===== src/verilog/pcsr_consts.svh =====
`ifndef PCSR_CONSTS_SVH
`define PCSR_CONSTS_SVH

// ==========================================================
// configuration offsets
// ==========================================================
`define PCSR_CMD_OFFSET 8'h04
`define PCSR_STS_OFFSET 8'h06
`define PCSR_DWORD_OFFSET 8'h04

// ==========================================================
// reset values and masks
// ==========================================================
`define PCSR_CMD_RESET 16'h0000
`define PCSR_STS_RESET 16'h0210
`define PCSR_CMD_WR_MASK 16'h0156
`define PCSR_STS_FIXED 16'h0210
`define PCSR_STS_CLR_MASK 16'hF900

// ==========================================================
// command bit positions
// ==========================================================
`define PCSR_CMD_IO_BIT 0
`define PCSR_CMD_MEM_BIT 1
`define PCSR_CMD_INIT_BIT 2
`define PCSR_CMD_SPECIAL_BIT 3
`define PCSR_CMD_MWI_BIT 4
`define PCSR_CMD_SNOOP_BIT 5
`define PCSR_CMD_PERR_BIT 6
`define PCSR_CMD_STEP_BIT 7
`define PCSR_CMD_SERR_BIT 8
`define PCSR_CMD_B2B_BIT 9

// ==========================================================
// status bit positions
// ==========================================================
`define PCSR_STS_MASTER_DATA_PARITY_ERROR_BIT 8
`define PCSR_STS_TA_SIG_BIT 11
`define PCSR_STS_TA_REC_BIT 12
`define PCSR_STS_MA_REC_BIT 13
`define PCSR_STS_SYS_BIT 14
`define PCSR_STS_PAR_BIT 15

// number of sticky status flags
`define PCSR_STICKY_COUNT 6

`endif


===== src/verilog/pcsr_pkg.sv =====
`default_nettype none

// ==========================================================
// shared types
// ==========================================================
package pcsr_pkg;

	// sticky flag order inside the flag bank
	typedef enum logic [2:0] {
		PCSR_FLG_MASTER_DATA_PARITY_ERROR = 3'h0,
		PCSR_FLG_TA_SIG = 3'h1,
		PCSR_FLG_TA_REC = 3'h2,
		PCSR_FLG_MA_REC = 3'h3,
		PCSR_FLG_SYS = 3'h4,
		PCSR_FLG_PAR = 3'h5
	} pcsr_flag_e;

	// state of the register bank
	typedef struct packed {
		logic [15:0] command; // command register image
		logic [31:0] rdata; // registered read data
		logic ack; // access answer
	} pcsr_state_s;

	// state of the sticky flag bank
	typedef struct packed {
		logic [5:0] flags; // sticky flags
	} pcsr_flags_s;

endpackage

`default_nettype wire


===== src/verilog/pcsr_sticky_bits.sv =====
`timescale 1ns/100ps
`default_nettype none

// ==========================================================
// sticky write-one-to-clear flag bank
// ==========================================================
module pcsr_sticky_bits #(
	parameter int WIDTH = 6
) (
	input wire logic ref_clk_in,
	input wire logic rst_in,
	input wire logic [WIDTH-1:0] set_in, // hardware events
	input wire logic [WIDTH-1:0] clear_in, // software one-writes
	output logic [WIDTH-1:0] flags_out
);

	// registered state and its next copy
	pcsr_pkg::pcsr_flags_s state;
	pcsr_pkg::pcsr_flags_s next_state;
	logic [WIDTH-1:0] next_flags;

	// per bit: set wins over clear, zero writes keep the bit
	genvar i;
	generate
		for (i = 0; i < WIDTH; i++) begin : g_bit
			assign next_flags[i] = set_in[i] | (state.flags[i] & ~clear_in[i]);
		end
	endgenerate

	// next state fill
	always_comb begin
		next_state = state;
		next_state.flags = next_flags;
	end

	// state register
	always_ff @(posedge ref_clk_in) begin
		if (rst_in) begin
			state <= '0;
		end else begin
			state <= next_state;
		end
	end

	assign flags_out = state.flags;
endmodule

`default_nettype wire


===== src/verilog/pcsr_regs.sv =====
`timescale 1ns/100ps
`default_nettype none
`include "pcsr_consts.svh"

// ==========================================================
// command and status register bank
// ==========================================================
module pcsr_regs (
	input wire logic ref_clk_in,
	input wire logic rst_in,
	// configuration access port
	input wire logic cfg_rd_in, // read strobe
	input wire logic cfg_wr_in, // write strobe
	input wire logic [7:0] cfg_addr_in, // byte address
	input wire logic [3:0] cfg_be_in, // byte enables
	input wire logic [31:0] cfg_wdata_in, // write data
	output logic [31:0] cfg_rdata_out, // read data
	output logic cfg_ack_out, // answer pulse
	// requests from the bus-interface logic
	input wire logic bus_req_in, // wants the bus
	input wire logic want_write_invalidate_in, // wants mwi command
	input wire logic mem_cycle_hit_in, // memory decode hit
	input wire logic serr_req_in, // address parity error seen
	input wire logic perr_req_in, // data parity error seen
	// events from the bus-interface logic
	input wire logic addr_parity_err_in, // address parity error
	input wire logic data_parity_err_in, // data parity error
	input wire logic perr_sampled_in, // perr seen from any agent
	input wire logic own_master_phase_in, // device was master
	input wire logic master_abort_in, // master abort received
	input wire logic target_abort_rx_in, // target abort received
	input wire logic target_abort_tx_in, // target abort signaled
	// gated controls to the bus-interface logic
	output logic bus_req_out, // gated bus request
	output logic use_write_invalidate_out, // use mwi command
	output logic memory_claim_out, // claim memory cycle
	output logic io_claim_out, // claim io cycle
	output logic special_cycle_claim_out, // claim special cycle
	output logic back_to_back_enable_out, // fast back-to-back
	output logic stepping_enable_out, // address/data stepping
	output logic serr_drive_out, // drive system error
	output logic perr_drive_out // drive parity error
);

	// ==========================================================
	// state and decode
	// ==========================================================

	// registered state and its next copy
	pcsr_pkg::pcsr_state_s state;
	pcsr_pkg::pcsr_state_s next_state;

	// decoded access to the command/status word
	logic hit;
	logic cmd_wr_lo;
	logic cmd_wr_hi;
	logic sts_wr_lo;
	logic sts_wr_hi;

	// sticky flag bank wiring
	logic [5:0] flag_set;
	logic [5:0] flag_clear;
	logic [5:0] flags;

	// assembled register images
	logic [15:0] command;
	logic [15:0] status;
	logic [15:0] sts_clear;

	// command enables pulled out by name
	logic initiator_enable;
	logic memory_space_enable;
	logic write_invalidate_enable;
	logic parity_response_enable;
	logic system_error_drive_enable;

	// word address decode, offset 06h shares the word at 04h
	assign hit = (cfg_addr_in[7:2] == 6'(`PCSR_DWORD_OFFSET >> 2));

	// byte lanes 0..1 hold command, 2..3 hold status
	assign cmd_wr_lo = cfg_wr_in & hit & cfg_be_in[0];
	assign cmd_wr_hi = cfg_wr_in & hit & cfg_be_in[1];
	assign sts_wr_lo = cfg_wr_in & hit & cfg_be_in[2];
	assign sts_wr_hi = cfg_wr_in & hit & cfg_be_in[3];

	// ==========================================================
	// command register
	// ==========================================================

	// only writable bits ever hold a one
	assign command = state.command & `PCSR_CMD_WR_MASK;

	assign initiator_enable = command[`PCSR_CMD_INIT_BIT];
	assign memory_space_enable = command[`PCSR_CMD_MEM_BIT];
	assign write_invalidate_enable = command[`PCSR_CMD_MWI_BIT];
	assign parity_response_enable = command[`PCSR_CMD_PERR_BIT];
	assign system_error_drive_enable = command[`PCSR_CMD_SERR_BIT];

	// ==========================================================
	// status register
	// ==========================================================

	// one-writes on enabled lanes clear, zero-writes keep
	assign sts_clear = {cfg_wdata_in[31:24] & {8{sts_wr_hi}},
		cfg_wdata_in[23:16] & {8{sts_wr_lo}}} & `PCSR_STS_CLR_MASK;

	// event sources for each sticky flag
	always_comb begin
		flag_set = '0;
		// data parity only for own master phase with response on
		flag_set[pcsr_pkg::PCSR_FLG_MASTER_DATA_PARITY_ERROR] = perr_sampled_in & own_master_phase_in
			& parity_response_enable;
		flag_set[pcsr_pkg::PCSR_FLG_TA_SIG] = target_abort_tx_in;
		flag_set[pcsr_pkg::PCSR_FLG_TA_REC] = target_abort_rx_in;
		flag_set[pcsr_pkg::PCSR_FLG_MA_REC] = master_abort_in;
		flag_set[pcsr_pkg::PCSR_FLG_SYS] = serr_drive_out;
		flag_set[pcsr_pkg::PCSR_FLG_PAR] = addr_parity_err_in | data_parity_err_in;
	end

	// clear requests mapped onto the flag order
	always_comb begin
		flag_clear = '0;
		flag_clear[pcsr_pkg::PCSR_FLG_MASTER_DATA_PARITY_ERROR] = sts_clear[`PCSR_STS_MASTER_DATA_PARITY_ERROR_BIT];
		flag_clear[pcsr_pkg::PCSR_FLG_TA_SIG] = sts_clear[`PCSR_STS_TA_SIG_BIT];
		flag_clear[pcsr_pkg::PCSR_FLG_TA_REC] = sts_clear[`PCSR_STS_TA_REC_BIT];
		flag_clear[pcsr_pkg::PCSR_FLG_MA_REC] = sts_clear[`PCSR_STS_MA_REC_BIT];
		flag_clear[pcsr_pkg::PCSR_FLG_SYS] = sts_clear[`PCSR_STS_SYS_BIT];
		flag_clear[pcsr_pkg::PCSR_FLG_PAR] = sts_clear[`PCSR_STS_PAR_BIT];
	end

	// sticky flags, set wins against a same-cycle clear
	pcsr_sticky_bits #(
		.WIDTH(`PCSR_STICKY_COUNT)
	) u_flags (
		.ref_clk_in(ref_clk_in),
		.rst_in(rst_in),
		.set_in(flag_set),
		.clear_in(flag_clear),
		.flags_out(flags)
	);

	// status image: fixed bits plus sticky flags
	always_comb begin
		status = `PCSR_STS_FIXED;
		status[`PCSR_STS_MASTER_DATA_PARITY_ERROR_BIT] = flags[pcsr_pkg::PCSR_FLG_MASTER_DATA_PARITY_ERROR];
		status[`PCSR_STS_TA_SIG_BIT] = flags[pcsr_pkg::PCSR_FLG_TA_SIG];
		status[`PCSR_STS_TA_REC_BIT] = flags[pcsr_pkg::PCSR_FLG_TA_REC];
		status[`PCSR_STS_MA_REC_BIT] = flags[pcsr_pkg::PCSR_FLG_MA_REC];
		status[`PCSR_STS_SYS_BIT] = flags[pcsr_pkg::PCSR_FLG_SYS];
		status[`PCSR_STS_PAR_BIT] = flags[pcsr_pkg::PCSR_FLG_PAR];
	end

	// ==========================================================
	// next state
	// ==========================================================

	// command writes per byte lane, read data and answer
	always_comb begin
		next_state = state;
		// low command byte
		if (cmd_wr_lo) begin
			next_state.command[7:0] = cfg_wdata_in[7:0] & 8'(`PCSR_CMD_WR_MASK);
		end
		// high command byte, reserved bits dropped
		if (cmd_wr_hi) begin
			next_state.command[15:8] = cfg_wdata_in[15:8] & 8'(`PCSR_CMD_WR_MASK >> 8);
		end
		// reads return the word before any same-cycle write
		if (cfg_rd_in && hit) begin
			next_state.rdata = {status, command};
		end else if (cfg_rd_in) begin
			// unmapped offsets read as zero
			next_state.rdata = '0;
		end
		next_state.ack = cfg_rd_in | cfg_wr_in;
	end

	// state register
	always_ff @(posedge ref_clk_in) begin
		if (rst_in) begin
			state.command <= `PCSR_CMD_RESET;
			state.rdata <= '0;
			state.ack <= 1'b0;
		end else begin
			state <= next_state;
		end
	end

	// ==========================================================
	// outputs to the bus-interface logic
	// ==========================================================

	assign cfg_rdata_out = state.rdata;
	assign cfg_ack_out = state.ack;

	// requests gated by the command enables; io, special, back-to-back and stepping are bare command bits
	assign bus_req_out = bus_req_in & initiator_enable;
	assign use_write_invalidate_out = want_write_invalidate_in & write_invalidate_enable;
	assign memory_claim_out = mem_cycle_hit_in & memory_space_enable;
	assign io_claim_out = command[`PCSR_CMD_IO_BIT];
	assign special_cycle_claim_out = command[`PCSR_CMD_SPECIAL_BIT];
	assign back_to_back_enable_out = command[`PCSR_CMD_B2B_BIT];
	assign stepping_enable_out = command[`PCSR_CMD_STEP_BIT];
	assign serr_drive_out = serr_req_in & system_error_drive_enable;
	assign perr_drive_out = perr_req_in & parity_response_enable;

	// any hardware event that can touch a status flag
	logic any_event;
	assign any_event = |flag_set;
endmodule

`default_nettype wire


===== config.mk =====
export PLATFORM = sky130hd
export DESIGN_NAME = pcsr_regs
export DESIGN_NICKNAME = d
export VERILOG_FILES = /design/src/verilog/pcsr_pkg.sv /design/src/verilog/pcsr_sticky_bits.sv /design/src/verilog/pcsr_regs.sv
export VERILOG_INCLUDE_DIRS = /design/src /design/src/verilog
export SDC_FILE = /design/constraint.sdc
export NUM_CORES = 1
export LEC_CHECK = 0
export BUFFER_PORTS_ARGS = -buffer_cell sky130_fd_sc_hd__buf_2
export CORE_AREA = 3 3 56 79
export CTS_CLUSTER_SIZE = 12
export DETAILED_ROUTE_END_ITERATION = 6
export DIE_AREA = 0 0 59 82
export PLACE_DENSITY = 0.73
export SETUP_SLACK_MARGIN = 0.5
export SYNTH_ARGS = -nofsm -noshare
export SYNTH_HDL_FRONTEND = slang
export SYNTH_SLANG_ARGS = --single-unit

===== constraint.sdc =====
create_clock -name ref_clk_in -period 1.56 [get_ports ref_clk_in]
set_clock_uncertainty 0.1 [all_clocks]
set_input_delay 0.156 -clock ref_clk_in [delete_from_list [all_inputs] [get_ports ref_clk_in]]
set_output_delay 0.156 -clock ref_clk_in [all_outputs]
set_load 0.01 [all_outputs]

==> results.sh <==
export IMPL_run_status="complete, no violations"
export IMPL_clock_tree_from_tritoncts="done"
export IMPL_synth_compound_gate_area_share_pct=14.85
export IMPL_start_util_pct=33.69
export IMPL_cp_data_required_time_ns=1.58
export IMPL_port_buffers=54
export IMPL_mostFrequentLayoutCell="buf_2"
export IMPL_slew_limit_headroom_pct=57.44
export IMPL_fp_dieH_um=82
export IMPL_grt_overflow=0
export IMPL_hold_class="primary input to register"
export IMPL_critPathSlowestCell="or4_4"
export IMPL_synthesis_area_per_instance_sq_um=9.202
export IMPL_critical_path_cell_sequence="buf_6 > or4_4 > nor3_2 > buf_4 > a311oi_1"
export IMPL_synthDistinctLibCells=23
export IMPL_antenna_left=0
export IMPL_max_stage_delay_ns=0.58
export IMPL_ff_latch_area_sq_um=486.7
export IMPL_first_iter_violations=14
export IMPL_critical_path_startpoint_type="primary input"
export IMPL_final_net_count=263
export IMPL_layout_cells_most_common_list="buf_2, conb_1, dfxtp_1, nand2_1, nand2b_1"
export IMPL_multiInputGateArea_sq_um=724.4
export IMPL_finalHoldWorstSlack_ns=0.04273
export IMPL_grt_util_all_layers_pct=11.70
export IMPL_num_rows=27
export IMPL_clkSinkCount=24
export IMPL_ys_warn_count=0
export IMPL_worst_pin_slew_ns=0.6384
export IMPL_io_pins=102
export IMPL_critical_path_s_top_delay_family="simple AND/OR/NAND/NOR gates"
export IMPL_first_global_vias=952
export IMPL_irDropWorstVdd_v=0.0005073
export IMPL_layout_filler_cells=394
export IMPL_final_core_util_pct=44.87
export IMPL_worst_skew_pair_late_latency_ns=0.26
export IMPL_area_growth_pct=33.17
export IMPL_timing_max_transition_violations_final=0
export IMPL_yosys_top_cells_area="dfxtp_1, buf_4, o31ai_2"
export IMPL_netlist_area_sq_mm=0.001297
export IMPL_grt_max_degree=38
export IMPL_drive_above_1_share_pct=50.00
export IMPL_clk_pin_slew_ns=0.08
export IMPL_die_width_um=59
export IMPL_cell_count_after_placement=231
export IMPL_core_area_sq_mm=0.003851
export IMPL_cts_root_buf="clkbuf_8"
export IMPL_routed_wirelength_um=2889
export IMPL_clk_path_buf_depth=2
export IMPL_worst_path_maximum_fanout=6
export IMPL_critical_path_n_buffers_inverters=2
export IMPL_vias_per_cell=4.506
export IMPL_max_freq_mhz=788.7
export IMPL_timing_critical_path_to_type="register"
export IMPL_post_synth_xor_area_fraction_pct=0
export IMPL_dpl_cell_area_sq_mm=0.001510
export IMPL_n_antenna_cell=0
export IMPL_post_synth_top_area_cell="dfxtp_1"
export IMPL_fin_area_sq_mm=0.001728
export IMPL_cts_made_buffers=3
export IMPL_total_power_mw=1.198
export IMPL_synth_seq_area_share_pct=37.03
export IMPL_timing_critical_path_arrival_ns=1.29
export IMPL_htreeDepth=1
export IMPL_hold_viol_final=0
export IMPL_gp_congestion=0.6051
export IMPL_syn_inst=141
export IMPL_drt_wirelength_per_cell_um=11.79
export IMPL_drv_cap=0
export IMPL_dr_pass1_iterations=4
export IMPL_vias_after_detailed_routing=1104
export IMPL_antenna_found_initial=0
export IMPL_area_fraction_of_the_dominant_cell_type_after_synthesis_pct=37.03
export IMPL_setup_viol=0
export IMPL_total_power_divided_by_cell_area_mw_per_mm2=693.1
export IMPL_total_leakage_power_nw=0.7843
export IMPL_final_period_minus_worst_setup_slack_ns=1.268
export IMPL_global_route_wire_length_before_repair_um=4374
export IMPL_post_synth_mux_area_share_pct=3.857
export IMPL_dp_hpwl_um=2000
export IMPL_remaining_drc_errors=0
export IMPL_synth_area_in_adders_pct=0
export IMPL_period_share_pct=81.28
export IMPL_grt_setup_unrepaired="yes"
export IMPL_path_class="primary input to register"
export IMPL_die_footprint_sq_mm=0.004838
export IMPL_postSynthRegisterBits=24
export IMPL_layoutNonFillerInstCount=245
export IMPL_synth_simple_gate_area_share_pct=26.33
export IMPL_synth_top_family_by_area="simple AND/OR/NAND/NOR gates"
flip-flops by register name (all words and copies together), names as in the netlist:
register           count
cfg_rdata_out         12
command                5
u_flags.flags_out      6
cfg_ack_out            1
layer usage:
| layer | GRT usage (%) | part of all wire, % | wire, um |
|---|---|---|---|
| met1 | 14.12 | 39 | 1119 |
| met2 | 20.13 | 52 | 1515 |
| met3 | 1.572 | 6.9 | 200 |
| met4 | 5.442 | 1.8 | 53 |
| met5 | 0 | 0 | 0 |
worst min-delay path: stages:
cell      delay, ns
buf_2          0.10
nand2b_1       0.06
mux2i_1        0.06
path summary, 6_finish.rpt:
check	startpoint	end	slack (ns)	depth (start not counted)
setup / recovery	cfg_addr_in[7]	u_flags.flags_out[5]	0.29	5
hold / removal	cfg_wdata_in[6]	command[6]	0.04	3
setup reg to reg	cfg_rdata_out[28]	cfg_rdata_out[28]	0.49	2
hold reg to reg	u_flags.flags_out[3]	cfg_rdata_out[29]	0.39	2
timing repair:
item,4_1_cts,5_1_grt
endpoints found under the setup margin,28,28
gates resized for setup,11,8
buffers inserted,3,0
gates cloned,1,0
pin swaps,9,2
hold buffers,6,0
hold endpoints to repair,6,0
kinds of logic (layout without fill, tap and decap cells):
family,Yosys count,count (layout)
AOI/OAI and AO/OA,19,19
buffers and inverters,35,73
DFF,24,24
muxes,5,5
other,1,23
and+or+nand+nor,57,58
cells in the mapped netlist:
library cell and count:
a311oi_1 6, a31oi_1 1, and2_1 4, buf_1 1, buf_4 24, buf_6 1
clkbuf_1 5, conb_1 1, dfxtp_1 24, inv_1 4, mux2i_1 5, nand2_1 15
nand2b_1 13, nand3_1 1, nor2_1 7, nor3_1 3, nor3_4 1, o22ai_1 1
o31ai_1 2, o31ai_2 9, or2_4 1, or3b_2 11, or4_4 1
metrics by stage:
stage,worst slack [ns],setup TNS [ns]
floorplan,0.1101,0
finish,0.2921,0
global route,0.2493,0
detailed placement,-0.01376,-0.01376
CTS,0.2957,0
global placement,0.01894,0
final cells by class:
class	count	area share (%)
flip-flops and latches	24	28.17
inverters	4	0.8689
clock buffers	4	3.186
multi-input cells	105	41.93
well taps	43	3.114
repair buffers	65	22.74
where the power goes:
| part | total, mW | internal (mW) | switching [mW] | leakage [nW] |
|---|---|---|---|---|
| registers | 0.626 | 0.622 | 0.00424 | 0.198 |
| logic | 0.153 | 0.0643 | 0.0891 | 0.558 |
| clock network | 0.418 | 0.225 | 0.193 | 0.0288 |
Power figures use the tool's default switching activity.
